File: src/rtl/coef_bank_defines.vh
// register offsets, field layout and reset values of the equalizer filter coefficient bank
`ifndef COEF_BANK_DEFINES_VH
`define COEF_BANK_DEFINES_VH

// ----------------------------------------------------------------
// register byte offsets (low byte; high byte sits at offset + 1)
// ----------------------------------------------------------------
`define CHAN_A_TAP_NINE_WEIGHT_OFS  15'h0429
`define CHAN_B_TAP_ONE_WEIGHT_OFS   15'h0448
`define CHAN_B_TAP_TWO_WEIGHT_OFS   15'h044A
`define CHAN_B_TAP_THREE_WEIGHT_OFS 15'h044C
`define CHAN_B_TAP_FOUR_WEIGHT_OFS  15'h044E

// ----------------------------------------------------------------
// field layout and reset values
// ----------------------------------------------------------------
`define WEIGHT_MSB        11
`define WEIGHT_LSB        0
`define WEIGHT_HI_BYTE_MSB 3
`define WEIGHT_RESET      12'h000
`define READ_ZERO         8'h00

// ----------------------------------------------------------------
// filter geometry
// ----------------------------------------------------------------
`define TAP_COUNT         9
`define OUTER_WIDTH       12
`define CENTRE_WIDTH      18

`endif

File: src/rtl/coef_bank.v
// coefficient bank slice: channel A ninth tap and channel B taps one to four
// Operation
// [RULE1] each weight is 12-bit signed two's complement; bits 15:12 reserved
// [RULE2] dual mode: channel A ninth-tap register weights channel A tap nine
// [RULE3] single mode: same register weights tap nine of the combined filter
// [RULE4] dual mode: channel B first register weights channel B tap one
// [RULE5] dual mode: channel B second register weights channel B tap two
// [RULE6] dual mode: channel B third register weights channel B tap three
// [RULE7] dual mode: channel B fourth register weights channel B tap four
// [RULE8] filter has nine taps; centre weight 18 bits, outer weights 12 bits
// [RULE9] weights reset to zero; written coefficient bits read back unchanged
`timescale 1ns/1ps
`include "coef_bank_defines.vh"

module coef_bank #(
  parameter ADDR_W       = 15,
  parameter OUTER_WIDTH  = `OUTER_WIDTH,
  parameter CENTRE_WIDTH = `CENTRE_WIDTH,
  parameter TAP_COUNT    = `TAP_COUNT
) (
  input  wire                    MCLK_I,
  input  wire                    RST_N_I,
  input  wire                    SINGLE_MODE_I,
  input  wire [ADDR_W-1:0]       ADDR_I,
  input  wire                    WR_EN_I,
  input  wire                    RD_EN_I,
  input  wire [7:0]              WDATA_I,
  output reg  [7:0]              RDATA_O,
  output reg                     RVALID_O,
  output reg  [CENTRE_WIDTH-1:0] CHAN_A_TAP9_WEIGHT_O,
  output reg  [CENTRE_WIDTH-1:0] COMB_TAP9_WEIGHT_O,
  output reg  [CENTRE_WIDTH-1:0] CHAN_B_TAP1_WEIGHT_O,
  output reg  [CENTRE_WIDTH-1:0] CHAN_B_TAP2_WEIGHT_O,
  output reg  [CENTRE_WIDTH-1:0] CHAN_B_TAP3_WEIGHT_O,
  output reg  [CENTRE_WIDTH-1:0] CHAN_B_TAP4_WEIGHT_O
);

  localparam WORDS = 5;

  wire [WORDS-1:0]             hit_lo;
  wire [WORDS-1:0]             hit_hi;
  wire [8*WORDS-1:0]           rd_bytes;
  wire [OUTER_WIDTH*WORDS-1:0] weights;
  wire                         rd_hit;

  reg  [7:0]                   rdata_next;
  reg  [CENTRE_WIDTH-1:0]      a_tap9_next;
  reg  [CENTRE_WIDTH-1:0]      comb_tap9_next;
  reg  [CENTRE_WIDTH-1:0]      b_tap1_next;
  reg  [CENTRE_WIDTH-1:0]      b_tap2_next;
  reg  [CENTRE_WIDTH-1:0]      b_tap3_next;
  reg  [CENTRE_WIDTH-1:0]      b_tap4_next;
  integer                      k;

  // ----------------------------------------------------------------
  // helpers
  // ----------------------------------------------------------------
  function [ADDR_W-1:0] word_base;
    input integer idx;
    begin
      case (idx)
        0:       word_base = `CHAN_A_TAP_NINE_WEIGHT_OFS;
        1:       word_base = `CHAN_B_TAP_ONE_WEIGHT_OFS;
        2:       word_base = `CHAN_B_TAP_TWO_WEIGHT_OFS;
        3:       word_base = `CHAN_B_TAP_THREE_WEIGHT_OFS;
        default: word_base = `CHAN_B_TAP_FOUR_WEIGHT_OFS;
      endcase
    end
  endfunction

  // outer weights are sign-extended to the centre-tap width so that all
  // nine products line up in the accumulator without a second alignment
  function [CENTRE_WIDTH-1:0] to_centre;
    input [OUTER_WIDTH-1:0] w;
    begin
      to_centre = {{(CENTRE_WIDTH-OUTER_WIDTH){w[OUTER_WIDTH-1]}}, w}; // [RULE8] [RULE1]
    end
  endfunction

  // ----------------------------------------------------------------
  // coefficient storage
  // ----------------------------------------------------------------
  coef_word_reg #(
    .ADDR_W (ADDR_W),
    .WIDTH  (OUTER_WIDTH)
  ) chan_a_tap_nine_weight_inst (
    .MCLK_I      (MCLK_I),
    .RST_N_I     (RST_N_I),
    .base_addr_i (word_base(0)),
    .addr_i      (ADDR_I),
    .wr_en_i     (WR_EN_I),
    .wdata_i     (WDATA_I),
    .hit_lo_o    (hit_lo[0]),
    .hit_hi_o    (hit_hi[0]),
    .rd_byte_o   (rd_bytes[8*0 +: 8]),
    .weight_o    (weights[OUTER_WIDTH*0 +: OUTER_WIDTH])
  );

  coef_word_reg #(
    .ADDR_W (ADDR_W),
    .WIDTH  (OUTER_WIDTH)
  ) chan_b_tap_one_weight_inst (
    .MCLK_I      (MCLK_I),
    .RST_N_I     (RST_N_I),
    .base_addr_i (word_base(1)),
    .addr_i      (ADDR_I),
    .wr_en_i     (WR_EN_I),
    .wdata_i     (WDATA_I),
    .hit_lo_o    (hit_lo[1]),
    .hit_hi_o    (hit_hi[1]),
    .rd_byte_o   (rd_bytes[8*1 +: 8]),
    .weight_o    (weights[OUTER_WIDTH*1 +: OUTER_WIDTH])
  );

  coef_word_reg #(
    .ADDR_W (ADDR_W),
    .WIDTH  (OUTER_WIDTH)
  ) chan_b_tap_two_weight_inst (
    .MCLK_I      (MCLK_I),
    .RST_N_I     (RST_N_I),
    .base_addr_i (word_base(2)),
    .addr_i      (ADDR_I),
    .wr_en_i     (WR_EN_I),
    .wdata_i     (WDATA_I),
    .hit_lo_o    (hit_lo[2]),
    .hit_hi_o    (hit_hi[2]),
    .rd_byte_o   (rd_bytes[8*2 +: 8]),
    .weight_o    (weights[OUTER_WIDTH*2 +: OUTER_WIDTH])
  );

  coef_word_reg #(
    .ADDR_W (ADDR_W),
    .WIDTH  (OUTER_WIDTH)
  ) chan_b_tap_three_weight_inst (
    .MCLK_I      (MCLK_I),
    .RST_N_I     (RST_N_I),
    .base_addr_i (word_base(3)),
    .addr_i      (ADDR_I),
    .wr_en_i     (WR_EN_I),
    .wdata_i     (WDATA_I),
    .hit_lo_o    (hit_lo[3]),
    .hit_hi_o    (hit_hi[3]),
    .rd_byte_o   (rd_bytes[8*3 +: 8]),
    .weight_o    (weights[OUTER_WIDTH*3 +: OUTER_WIDTH])
  );

  coef_word_reg #(
    .ADDR_W (ADDR_W),
    .WIDTH  (OUTER_WIDTH)
  ) chan_b_tap_four_weight_inst (
    .MCLK_I      (MCLK_I),
    .RST_N_I     (RST_N_I),
    .base_addr_i (word_base(4)),
    .addr_i      (ADDR_I),
    .wr_en_i     (WR_EN_I),
    .wdata_i     (WDATA_I),
    .hit_lo_o    (hit_lo[4]),
    .hit_hi_o    (hit_hi[4]),
    .rd_byte_o   (rd_bytes[8*4 +: 8]),
    .weight_o    (weights[OUTER_WIDTH*4 +: OUTER_WIDTH])
  );

  // ----------------------------------------------------------------
  // read path; unmapped addresses return zero
  // ----------------------------------------------------------------
  assign rd_hit = |{hit_lo, hit_hi};

  // at most one byte lane hits, so or-ing the lanes is a mux with no priority chain
  always @* begin
    rdata_next = `READ_ZERO;
    if (rd_hit) begin
      for (k = 0; k < WORDS; k = k + 1) begin
        rdata_next = rdata_next | rd_bytes[8*k +: 8]; // [RULE9]
      end
    end
  end

  // read data hold until the next read so the host may collect them late
  always @(posedge MCLK_I or negedge RST_N_I) begin
    if (!RST_N_I) begin
      RDATA_O  <= `READ_ZERO;
      RVALID_O <= 1'b0;
    end else begin
      RVALID_O <= RD_EN_I;
      if (RD_EN_I) begin
        RDATA_O <= rdata_next; // [RULE9]
      end
    end
  end

  // ----------------------------------------------------------------
  // tap mapping by channel mode
  // ----------------------------------------------------------------
  // channel B taps are held at zero in single mode: that filter is idle
  // and a zero weight keeps it from injecting stale coefficients
  always @* begin
    a_tap9_next    = {CENTRE_WIDTH{1'b0}};
    comb_tap9_next = {CENTRE_WIDTH{1'b0}};
    b_tap1_next    = {CENTRE_WIDTH{1'b0}};
    b_tap2_next    = {CENTRE_WIDTH{1'b0}};
    b_tap3_next    = {CENTRE_WIDTH{1'b0}};
    b_tap4_next    = {CENTRE_WIDTH{1'b0}};
    if (SINGLE_MODE_I) begin
      comb_tap9_next = to_centre(weights[0 +: OUTER_WIDTH]); // [RULE3]
    end else begin
      a_tap9_next = to_centre(weights[0 +: OUTER_WIDTH]); // [RULE2]
      b_tap1_next = to_centre(weights[OUTER_WIDTH*1 +: OUTER_WIDTH]); // [RULE4]
      b_tap2_next = to_centre(weights[OUTER_WIDTH*2 +: OUTER_WIDTH]); // [RULE5]
      b_tap3_next = to_centre(weights[OUTER_WIDTH*3 +: OUTER_WIDTH]); // [RULE6]
      b_tap4_next = to_centre(weights[OUTER_WIDTH*4 +: OUTER_WIDTH]); // [RULE7]
    end
  end

  always @(posedge MCLK_I or negedge RST_N_I) begin
    if (!RST_N_I) begin
      CHAN_A_TAP9_WEIGHT_O <= {CENTRE_WIDTH{1'b0}};
      COMB_TAP9_WEIGHT_O   <= {CENTRE_WIDTH{1'b0}};
      CHAN_B_TAP1_WEIGHT_O <= {CENTRE_WIDTH{1'b0}};
      CHAN_B_TAP2_WEIGHT_O <= {CENTRE_WIDTH{1'b0}};
      CHAN_B_TAP3_WEIGHT_O <= {CENTRE_WIDTH{1'b0}};
      CHAN_B_TAP4_WEIGHT_O <= {CENTRE_WIDTH{1'b0}};
    end else begin
      CHAN_A_TAP9_WEIGHT_O <= a_tap9_next;
      COMB_TAP9_WEIGHT_O   <= comb_tap9_next;
      CHAN_B_TAP1_WEIGHT_O <= b_tap1_next;
      CHAN_B_TAP2_WEIGHT_O <= b_tap2_next;
      CHAN_B_TAP3_WEIGHT_O <= b_tap3_next;
      CHAN_B_TAP4_WEIGHT_O <= b_tap4_next;
    end
  end

endmodule // coef_bank

File: src/rtl/coef_word_reg.v
// one 12-bit signed coefficient register reached as two byte addresses
`timescale 1ns/1ps
`include "coef_bank_defines.vh"

module coef_word_reg #(
  parameter ADDR_W = 15,
  parameter WIDTH  = `OUTER_WIDTH
) (
  input  wire              MCLK_I,
  input  wire              RST_N_I,
  input  wire [ADDR_W-1:0] base_addr_i,
  input  wire [ADDR_W-1:0] addr_i,
  input  wire              wr_en_i,
  input  wire [7:0]        wdata_i,
  output wire              hit_lo_o,
  output wire              hit_hi_o,
  output wire [7:0]        rd_byte_o,
  output wire [WIDTH-1:0]  weight_o
);

  reg  [WIDTH-1:0] weight_reg;
  reg  [WIDTH-1:0] weight_next;

  assign hit_lo_o = (addr_i == base_addr_i);
  assign hit_hi_o = (addr_i == base_addr_i + {{(ADDR_W-1){1'b0}}, 1'b1});

  // ----------------------------------------------------------------
  // byte writes; reserved bits 15:12 are dropped and read as zero
  // ----------------------------------------------------------------
  always @* begin
    weight_next = weight_reg;
    if (wr_en_i && hit_lo_o) begin
      weight_next[7:0] = wdata_i; // [RULE9]
    end
    if (wr_en_i && hit_hi_o) begin
      weight_next[WIDTH-1:8] = wdata_i[`WEIGHT_HI_BYTE_MSB:0]; // [RULE1]
    end
  end

  always @(posedge MCLK_I or negedge RST_N_I) begin
    if (!RST_N_I) begin
      weight_reg <= `WEIGHT_RESET; // [RULE9]
    end else begin
      weight_reg <= weight_next;
    end
  end

  assign rd_byte_o = hit_lo_o ? weight_reg[7:0] :
                     hit_hi_o ? {4'h0, weight_reg[WIDTH-1:8]} : `READ_ZERO; // [RULE1]
  assign weight_o  = weight_reg;

endmodule // coef_word_reg

File: config.mk
export PLATFORM = sky130hd
export DESIGN_NAME = coef_bank
export DESIGN_NICKNAME = d
export VERILOG_FILES = /design/src/rtl/coef_bank.v /design/src/rtl/coef_word_reg.v
export VERILOG_INCLUDE_DIRS = /design/src /design/src/rtl
export SDC_FILE = /design/constraint.sdc
export NUM_CORES = 1
export LEC_CHECK = 0
export ABC_AREA = 1
export BUFFER_PORTS_ARGS = -buffer_cell sky130_fd_sc_hd__buf_2
export CORE_MARGIN = 2
export CORE_UTILIZATION = 40
export CTS_BUF_LIST = sky130_fd_sc_hd__clkbuf_2 sky130_fd_sc_hd__clkbuf_4 sky130_fd_sc_hd__clkbuf_8
export DETAILED_ROUTE_END_ITERATION = 10
export SYNTH_ARGS = -nofsm -noshare
export SYNTH_HDL_FRONTEND = slang
export SYNTH_HIERARCHICAL = 1
export SYNTH_SLANG_ARGS = --single-unit
export TNS_END_PERCENT = 30
File: constraint.sdc
create_clock -name MCLK_I -period 1.4 [get_ports MCLK_I]
set_clock_uncertainty 0.2 [all_clocks]
set_input_delay 0.14 -clock MCLK_I [delete_from_list [all_inputs] [get_ports MCLK_I]]
set_output_delay 0.14 -clock MCLK_I [all_outputs]
set_load 0.01 [all_outputs]
; After elaboration in Yosys (flattened, before gate mapping)
; Cells that the tools add are included.
[classes]
bitwise = 4
add_sub_neg = 0
n_mux = 17
eq_ne = 10
n_lt_le_gt_ge = 0
div_mod_pow = 0
mul = 0
shifts = 0
n_reduce_logical = 11
[op_table]
columns = op, count
row1 = $eq 15x11->1 const B, 10
row2 = $mux 18, 6
row3 = $mux 8, 6
row4 = $or 8x8->8, 4
row5 = $mux 4, 5
row6 = $logic_and 1x1->1, 10
row7 = $reduce_or 10->1, 1
[totals]
output_inout_bits = 117
latchBits = 0
mem_bits_ro = 0
register_bits = 177
n_memories = 0
ramBits = 0

; Depth between registers and ports, before layout
[logic_depth]
depth_word = 8
mapped_depth = 18

; Modules after synthesis
; Netlist, hierarchy kept.
[modules_own_cells]
columns = module, cells_per_inst, seq_area_each_um2, n_inst, area_each_um2
row1 = coef_word_reg, 230, 300.3, 5, 1310.0
row2 = coef_bank, 354, 2026.9, 1, 3233.1

; Least setup slack after synthesis
; Ideal clock, no wire load.
[synth_timing]
kind = input to register
from = in ADDR_I[12]
to = reg RDATA_O[0]
setup_ps = 116
arrival_time_ps = 1401
t_required_ps = 1084
stages = 15
slack_ps = -318
path_cell_list = xnor2_1 > inv_1 > nor2_1 > nand4_1 > nor2_1 > buf_2 > inv_1 > nand4_1 > nand2_1 > nor2_1 > nand3_1 > nand2_1 > inv_1 > nand2_1 > nand2_1
[synth_via]
word_cells_on_any_way = 26
classes_between = 10 x eq/ne / 11 x mux / 4 x bitwise / 1 x reduce/logical
[synth_lines]
columns = item, line
row1 = "start, declared", coef_bank.v:24  ; input wire [ADDR_W-1:0] ADDR_I,
row2 = $eq 15x11->1, coef_word_reg.v:24  ; assign hit_lo_o = (addr_i == base_addr_i);
row3 = via hit_lo[2], coef_bank.v:40  ; wire [WORDS-1:0] hit_lo;
row4 = $mux 8 (no line), n/a
row5 = via rd_bytes[16], coef_bank.v:42  ; wire [8*WORDS-1:0] rd_bytes;
row6 = $or 8x8->8 (3 in a row), coef_bank.v:173  ; rdata_next = rdata_next | rd_bytes[8*k +: 8];
row7 = $mux 8, coef_bank.v:171  ; if (rd_hit) begin
row8 = "end signal, assigned", coef_bank.v:181  ; RDATA_O <= `READ_ZERO;
row9 = "end signal, assigned", coef_bank.v:186  ; RDATA_O <= rdata_next;
row10 = "end, declared", coef_bank.v:28  ; output reg [7:0] RDATA_O,
; The timed path passes the listed nets, and every way through them passes these cells.
; A chain may end at the register's enable or synchronous reset.

; Worst setup path after layout
[layout_timing]
from = in ADDR_I[1]
to = reg RDATA_O[0]
[layout_via]
elab_chain_len = 8
word_cells_on_any_way = 26
classes_between = 10 x eq/ne / 11 x mux / 4 x bitwise / 1 x reduce/logical
[layout_lines]
columns = item, line
row1 = $eq 15x11->1 (*), coef_word_reg.v:25  ; assign hit_hi_o = (addr_i == base_addr_i + {{(ADDR_W-1){1'b0}}, 1'b1});
row2 = via hit_hi[1], coef_bank.v:41  ; wire [WORDS-1:0] hit_hi;
row3 = $mux 4 (no line), n/a
row4 = $mux 8 (no line), n/a
row5 = $or 8x8->8 (4 in a row), coef_bank.v:173
row6 = $mux 8 (*), coef_bank.v:171
; Mark *: on every way through the listed nets, which the timed path passes. The rest lies on a longest branch.

==> metrics.txt <==
CP Launch Type input pin; Avg WL per Cell 10.7 um; CP required 1.57 ns; count of state elements after synthesis 141; Layout area overhead 40.5%; Longest Clk Path Bufs 2; register area share after synthesis 36.1%; Rows 57; layout cell share with drive strength beyond 1 22.1%; first-pass GRT wire length 41.4 mm; Setup WS pre-CTS -0.870 ns; status finished with violations; final RePlAce weighted congestion 0.886; Crit path arrival time 1.75 ns; pin count of the biggest net entering global routing 73; Buf/Inv on CP 2; CTS tree built; Final Cell Area 13700 um2; Final Worst Setup Slack -0.182 ns; Num CTS Buffers 17; Fin. Hold Viols 0; Final setup violation count 13; GRT Total Usage 19.9%; Pint 6.53 mW; Worst R2R Path Depth 8; DP Area 12500 um2; Post-Syn Instances 1504; cell area power density 666 nW/um2; Reg-to-Reg End RDATA_O[5]; Synth warnings 6; post-DP HPWL 19.4 mm; Crit Path Class input pin to flip-flop; synthesized cell area 9780 um2; vias in the first global route 8711; CP top delay family simple AND/OR/NAND/NOR gates; Flop pwr share 45.0%; Worst-path clk slew 0.07 ns; combinational power share 20.9%; critical-path cell list buf_12, buf_6, nand2_2, nand2_2, nor2_2, nand3_1, nor2_1, nand3_1, nor2_4, and2_4, nor2_2, and2_4, nand2_8, nand2_1, nand2_1; Final #Nets 2010; CP max FO 8; routed wire length 24.8 mm; die width 160 um; die height 160 um; vias per cell 4.14; Synth Area per Inst 6.50 um2; initial antenna violation count 0; FF+latch area 3530 um2; CTS sink count 141; H-tree depth 4; Period minus WS final 1.58 ns; CP max-delay cell nor2_4; count of input and output buffers 144; max-slew violation count 0; RR Startpoint chan_a_tap_nine_weight_inst/weight_o[5]; endpoint class of the critical path flip-flop; failing checks setup timing; num ports 145; max incr delay on CP 0.24 ns; Worst R2R Setup Slack 0.01 ns; Sw Share 28.7%; core outline area 24200 um2; FILL cells 2358; die area 25700 um2; max cap viols 0; Worst-Skew Late Latency 0.44 ns; antenna-violating nets left 0; footprint of the multi-input gates 6470 um2; Fmax 632 MHz; Pleak 8.06 nW; Final Cycle Share 113%; Hold Path Class input pin to async pin; initial DRC count 492; initial core utilization 40.5%; net switching power 2.63 mW; clock power share 34.1%; Clock Tree Root clkbuf_8; drt first pass iters 7; Netlist cell types 23; DRC viols 0; via count of the routed design 9559; Overflow after GRT 0; RSZ-0062 raised after global routing yes; diode count 0; maximum vdd drop 0.575 mV
==> cell usage after synthesis (all sizes together) <==
cell type | number | area (um2)
a21oi | 20 | 100
and2 | 6 | 43.8
buf | 60 | 390
clkinv | 1 | 3.75
conb | 2 | 7.51
dfrtp | 141 | 3530
ha | 5 | 62.6
inv | 268 | 1010
nand2 | 506 | 1960
nand3 | 118 | 653
nand4 | 65 | 407
nor2 | 256 | 1090
nor3 | 5 | 81.3
or2 | 1 | 8.76
xnor2 | 30 | 263
xor2 | 20 | 175
==> power by group through the flow <==
| stage | Combinational, mW | Clock (mW) | Sequential [mW] |
|---|---|---|---|
| 2_1_floorplan | 1.06 | 0 | 4.22 |
| 3_3_place_gp | 1.67 | 0 | 4.20 |
| 3_5_place_dp | 1.68 | 0 | 4.20 |
| 4_1_cts | 1.82 | 3.20 | 4.12 |
| 5_1_grt | 2.17 | 3.40 | 4.12 |
| 6_report | 1.91 | 3.13 | 4.12 |
==> through the flow <==
stage	TNS, ns	power [mW]	cells	hold WS, ns	utilization (%)
after floorplan	-1.50	5.28	1767	-0.356	-
after global placement	-43.29	5.87	2251	-0.232	51.8
after detailed placement	-45.59	5.88	2251	-0.235	51.8
after CTS	-1.15	9.14	2302	0.0582	55.4
after global routing	-4.46	9.70	2311	0.0676	56.8
final	-1.57	9.16	2311	0.0476	56.8
==> kinds of logic after synthesis <==
family	share of synthesized area [%]
DFF	36.1
buffers and inverters	14.3
xor gates and xnor gates	4.48
AOI/OAI and AO/OA	1.02
and+or+nand+nor	43.4
adders and majority gates	0.639
other	0.0768
==> worst min-delay path: stages <==
cell	delay [ns]
dlygate4sd3_1	0.54
buf_6	0.14
buf_12	0.22
==> sequential cells by signal (all words and copies together), names as in the netlist <==
| register | cells |
|---|---|
| CHAN_B_TAP1_WEIGHT_O | 12 |
| chan_b_tap_four_weight_inst/weight_o | 12 |
| chan_b_tap_three_weight_inst/weight_o | 12 |
| CHAN_B_TAP3_WEIGHT_O | 12 |
| CHAN_B_TAP4_WEIGHT_O | 12 |
| chan_a_tap_nine_weight_inst/weight_o | 12 |
| CHAN_B_TAP2_WEIGHT_O | 12 |
| COMB_TAP9_WEIGHT_O | 12 |
| chan_b_tap_two_weight_inst/weight_o | 12 |
| RVALID_O | 1 |
| CHAN_A_TAP9_WEIGHT_O | 12 |
| chan_b_tap_one_weight_inst/weight_o | 12 |
| RDATA_O | 8 |
==> how the worst max path moves through the flow <==
stage | from | to | slack (ns) | depth (start not counted)
final | ADDR_I[1] | RDATA_O[0] | -0.18 | 15
after CTS | ADDR_I[7] | RDATA_O[0] | -0.17 | 16
after global routing | ADDR_I[0] | RDATA_O[2] | -0.30 | 18
after detailed placement | ADDR_I[13] | RDATA_O[2] | -0.87 | 15
after floorplan | ADDR_I[7] | RDATA_O[0] | -0.19 | 15
after global placement | ADDR_I[12] | RDATA_O[0] | -0.86 | 17
==> cell usage in the layout, fill, tap and decap left out, types with 22 or more instances in the layout <==
| cell type | synthesis | final |
|---|---|---|
| inv_1 | 268 | 252 |
| dfrtp_1 | 141 | 141 |
| nor2_2 | 5 | 32 |
| buf_4 | 36 | 66 |
| buf_6 | 0 | 22 |
| buf_2 | 24 | 128 |
| nand4_1 | 65 | 65 |
| nor2_4 | 16 | 22 |
| nand2_2 | 21 | 44 |
| conb_1 | 2 | 265 |
| nand2_1 | 484 | 454 |
| nand3_1 | 113 | 105 |
| nor2_1 | 235 | 202 |
==> cell type report <==
class	instances	share of cell area, %
Clock buffer	19	1.90
Clock inverter	10	0.865
Inverter	269	7.55
Multi-Input combinational cell	1298	47.1
Sequential cell	141	25.7
Tap cell	324	2.95
Timing Repair Buffer	250	14.0
==> timing repair <==
action,4_1_cts,5_1_grt
gates resized for setup,74,78
setup buffers,8,8
hold buffers,13,0
cloned,1,2
endpoints found under the hold margin,263,0
endpoints found under the setup margin,68,97
pin swaps,22,32
==> layer usage <==
metal / track usage [%] / routed length, um / vias to the layer above
met5: 0 / 0 / -
met4: 7.21 / 723 / 0
met3: 2.53 / 913 / 38
met2: 35.0 / 12200 / 194
met1: 25.1 / 11000 / 4136
li1: - / - / 5191
No activity file was read; power rests on OpenSTA's default activity.
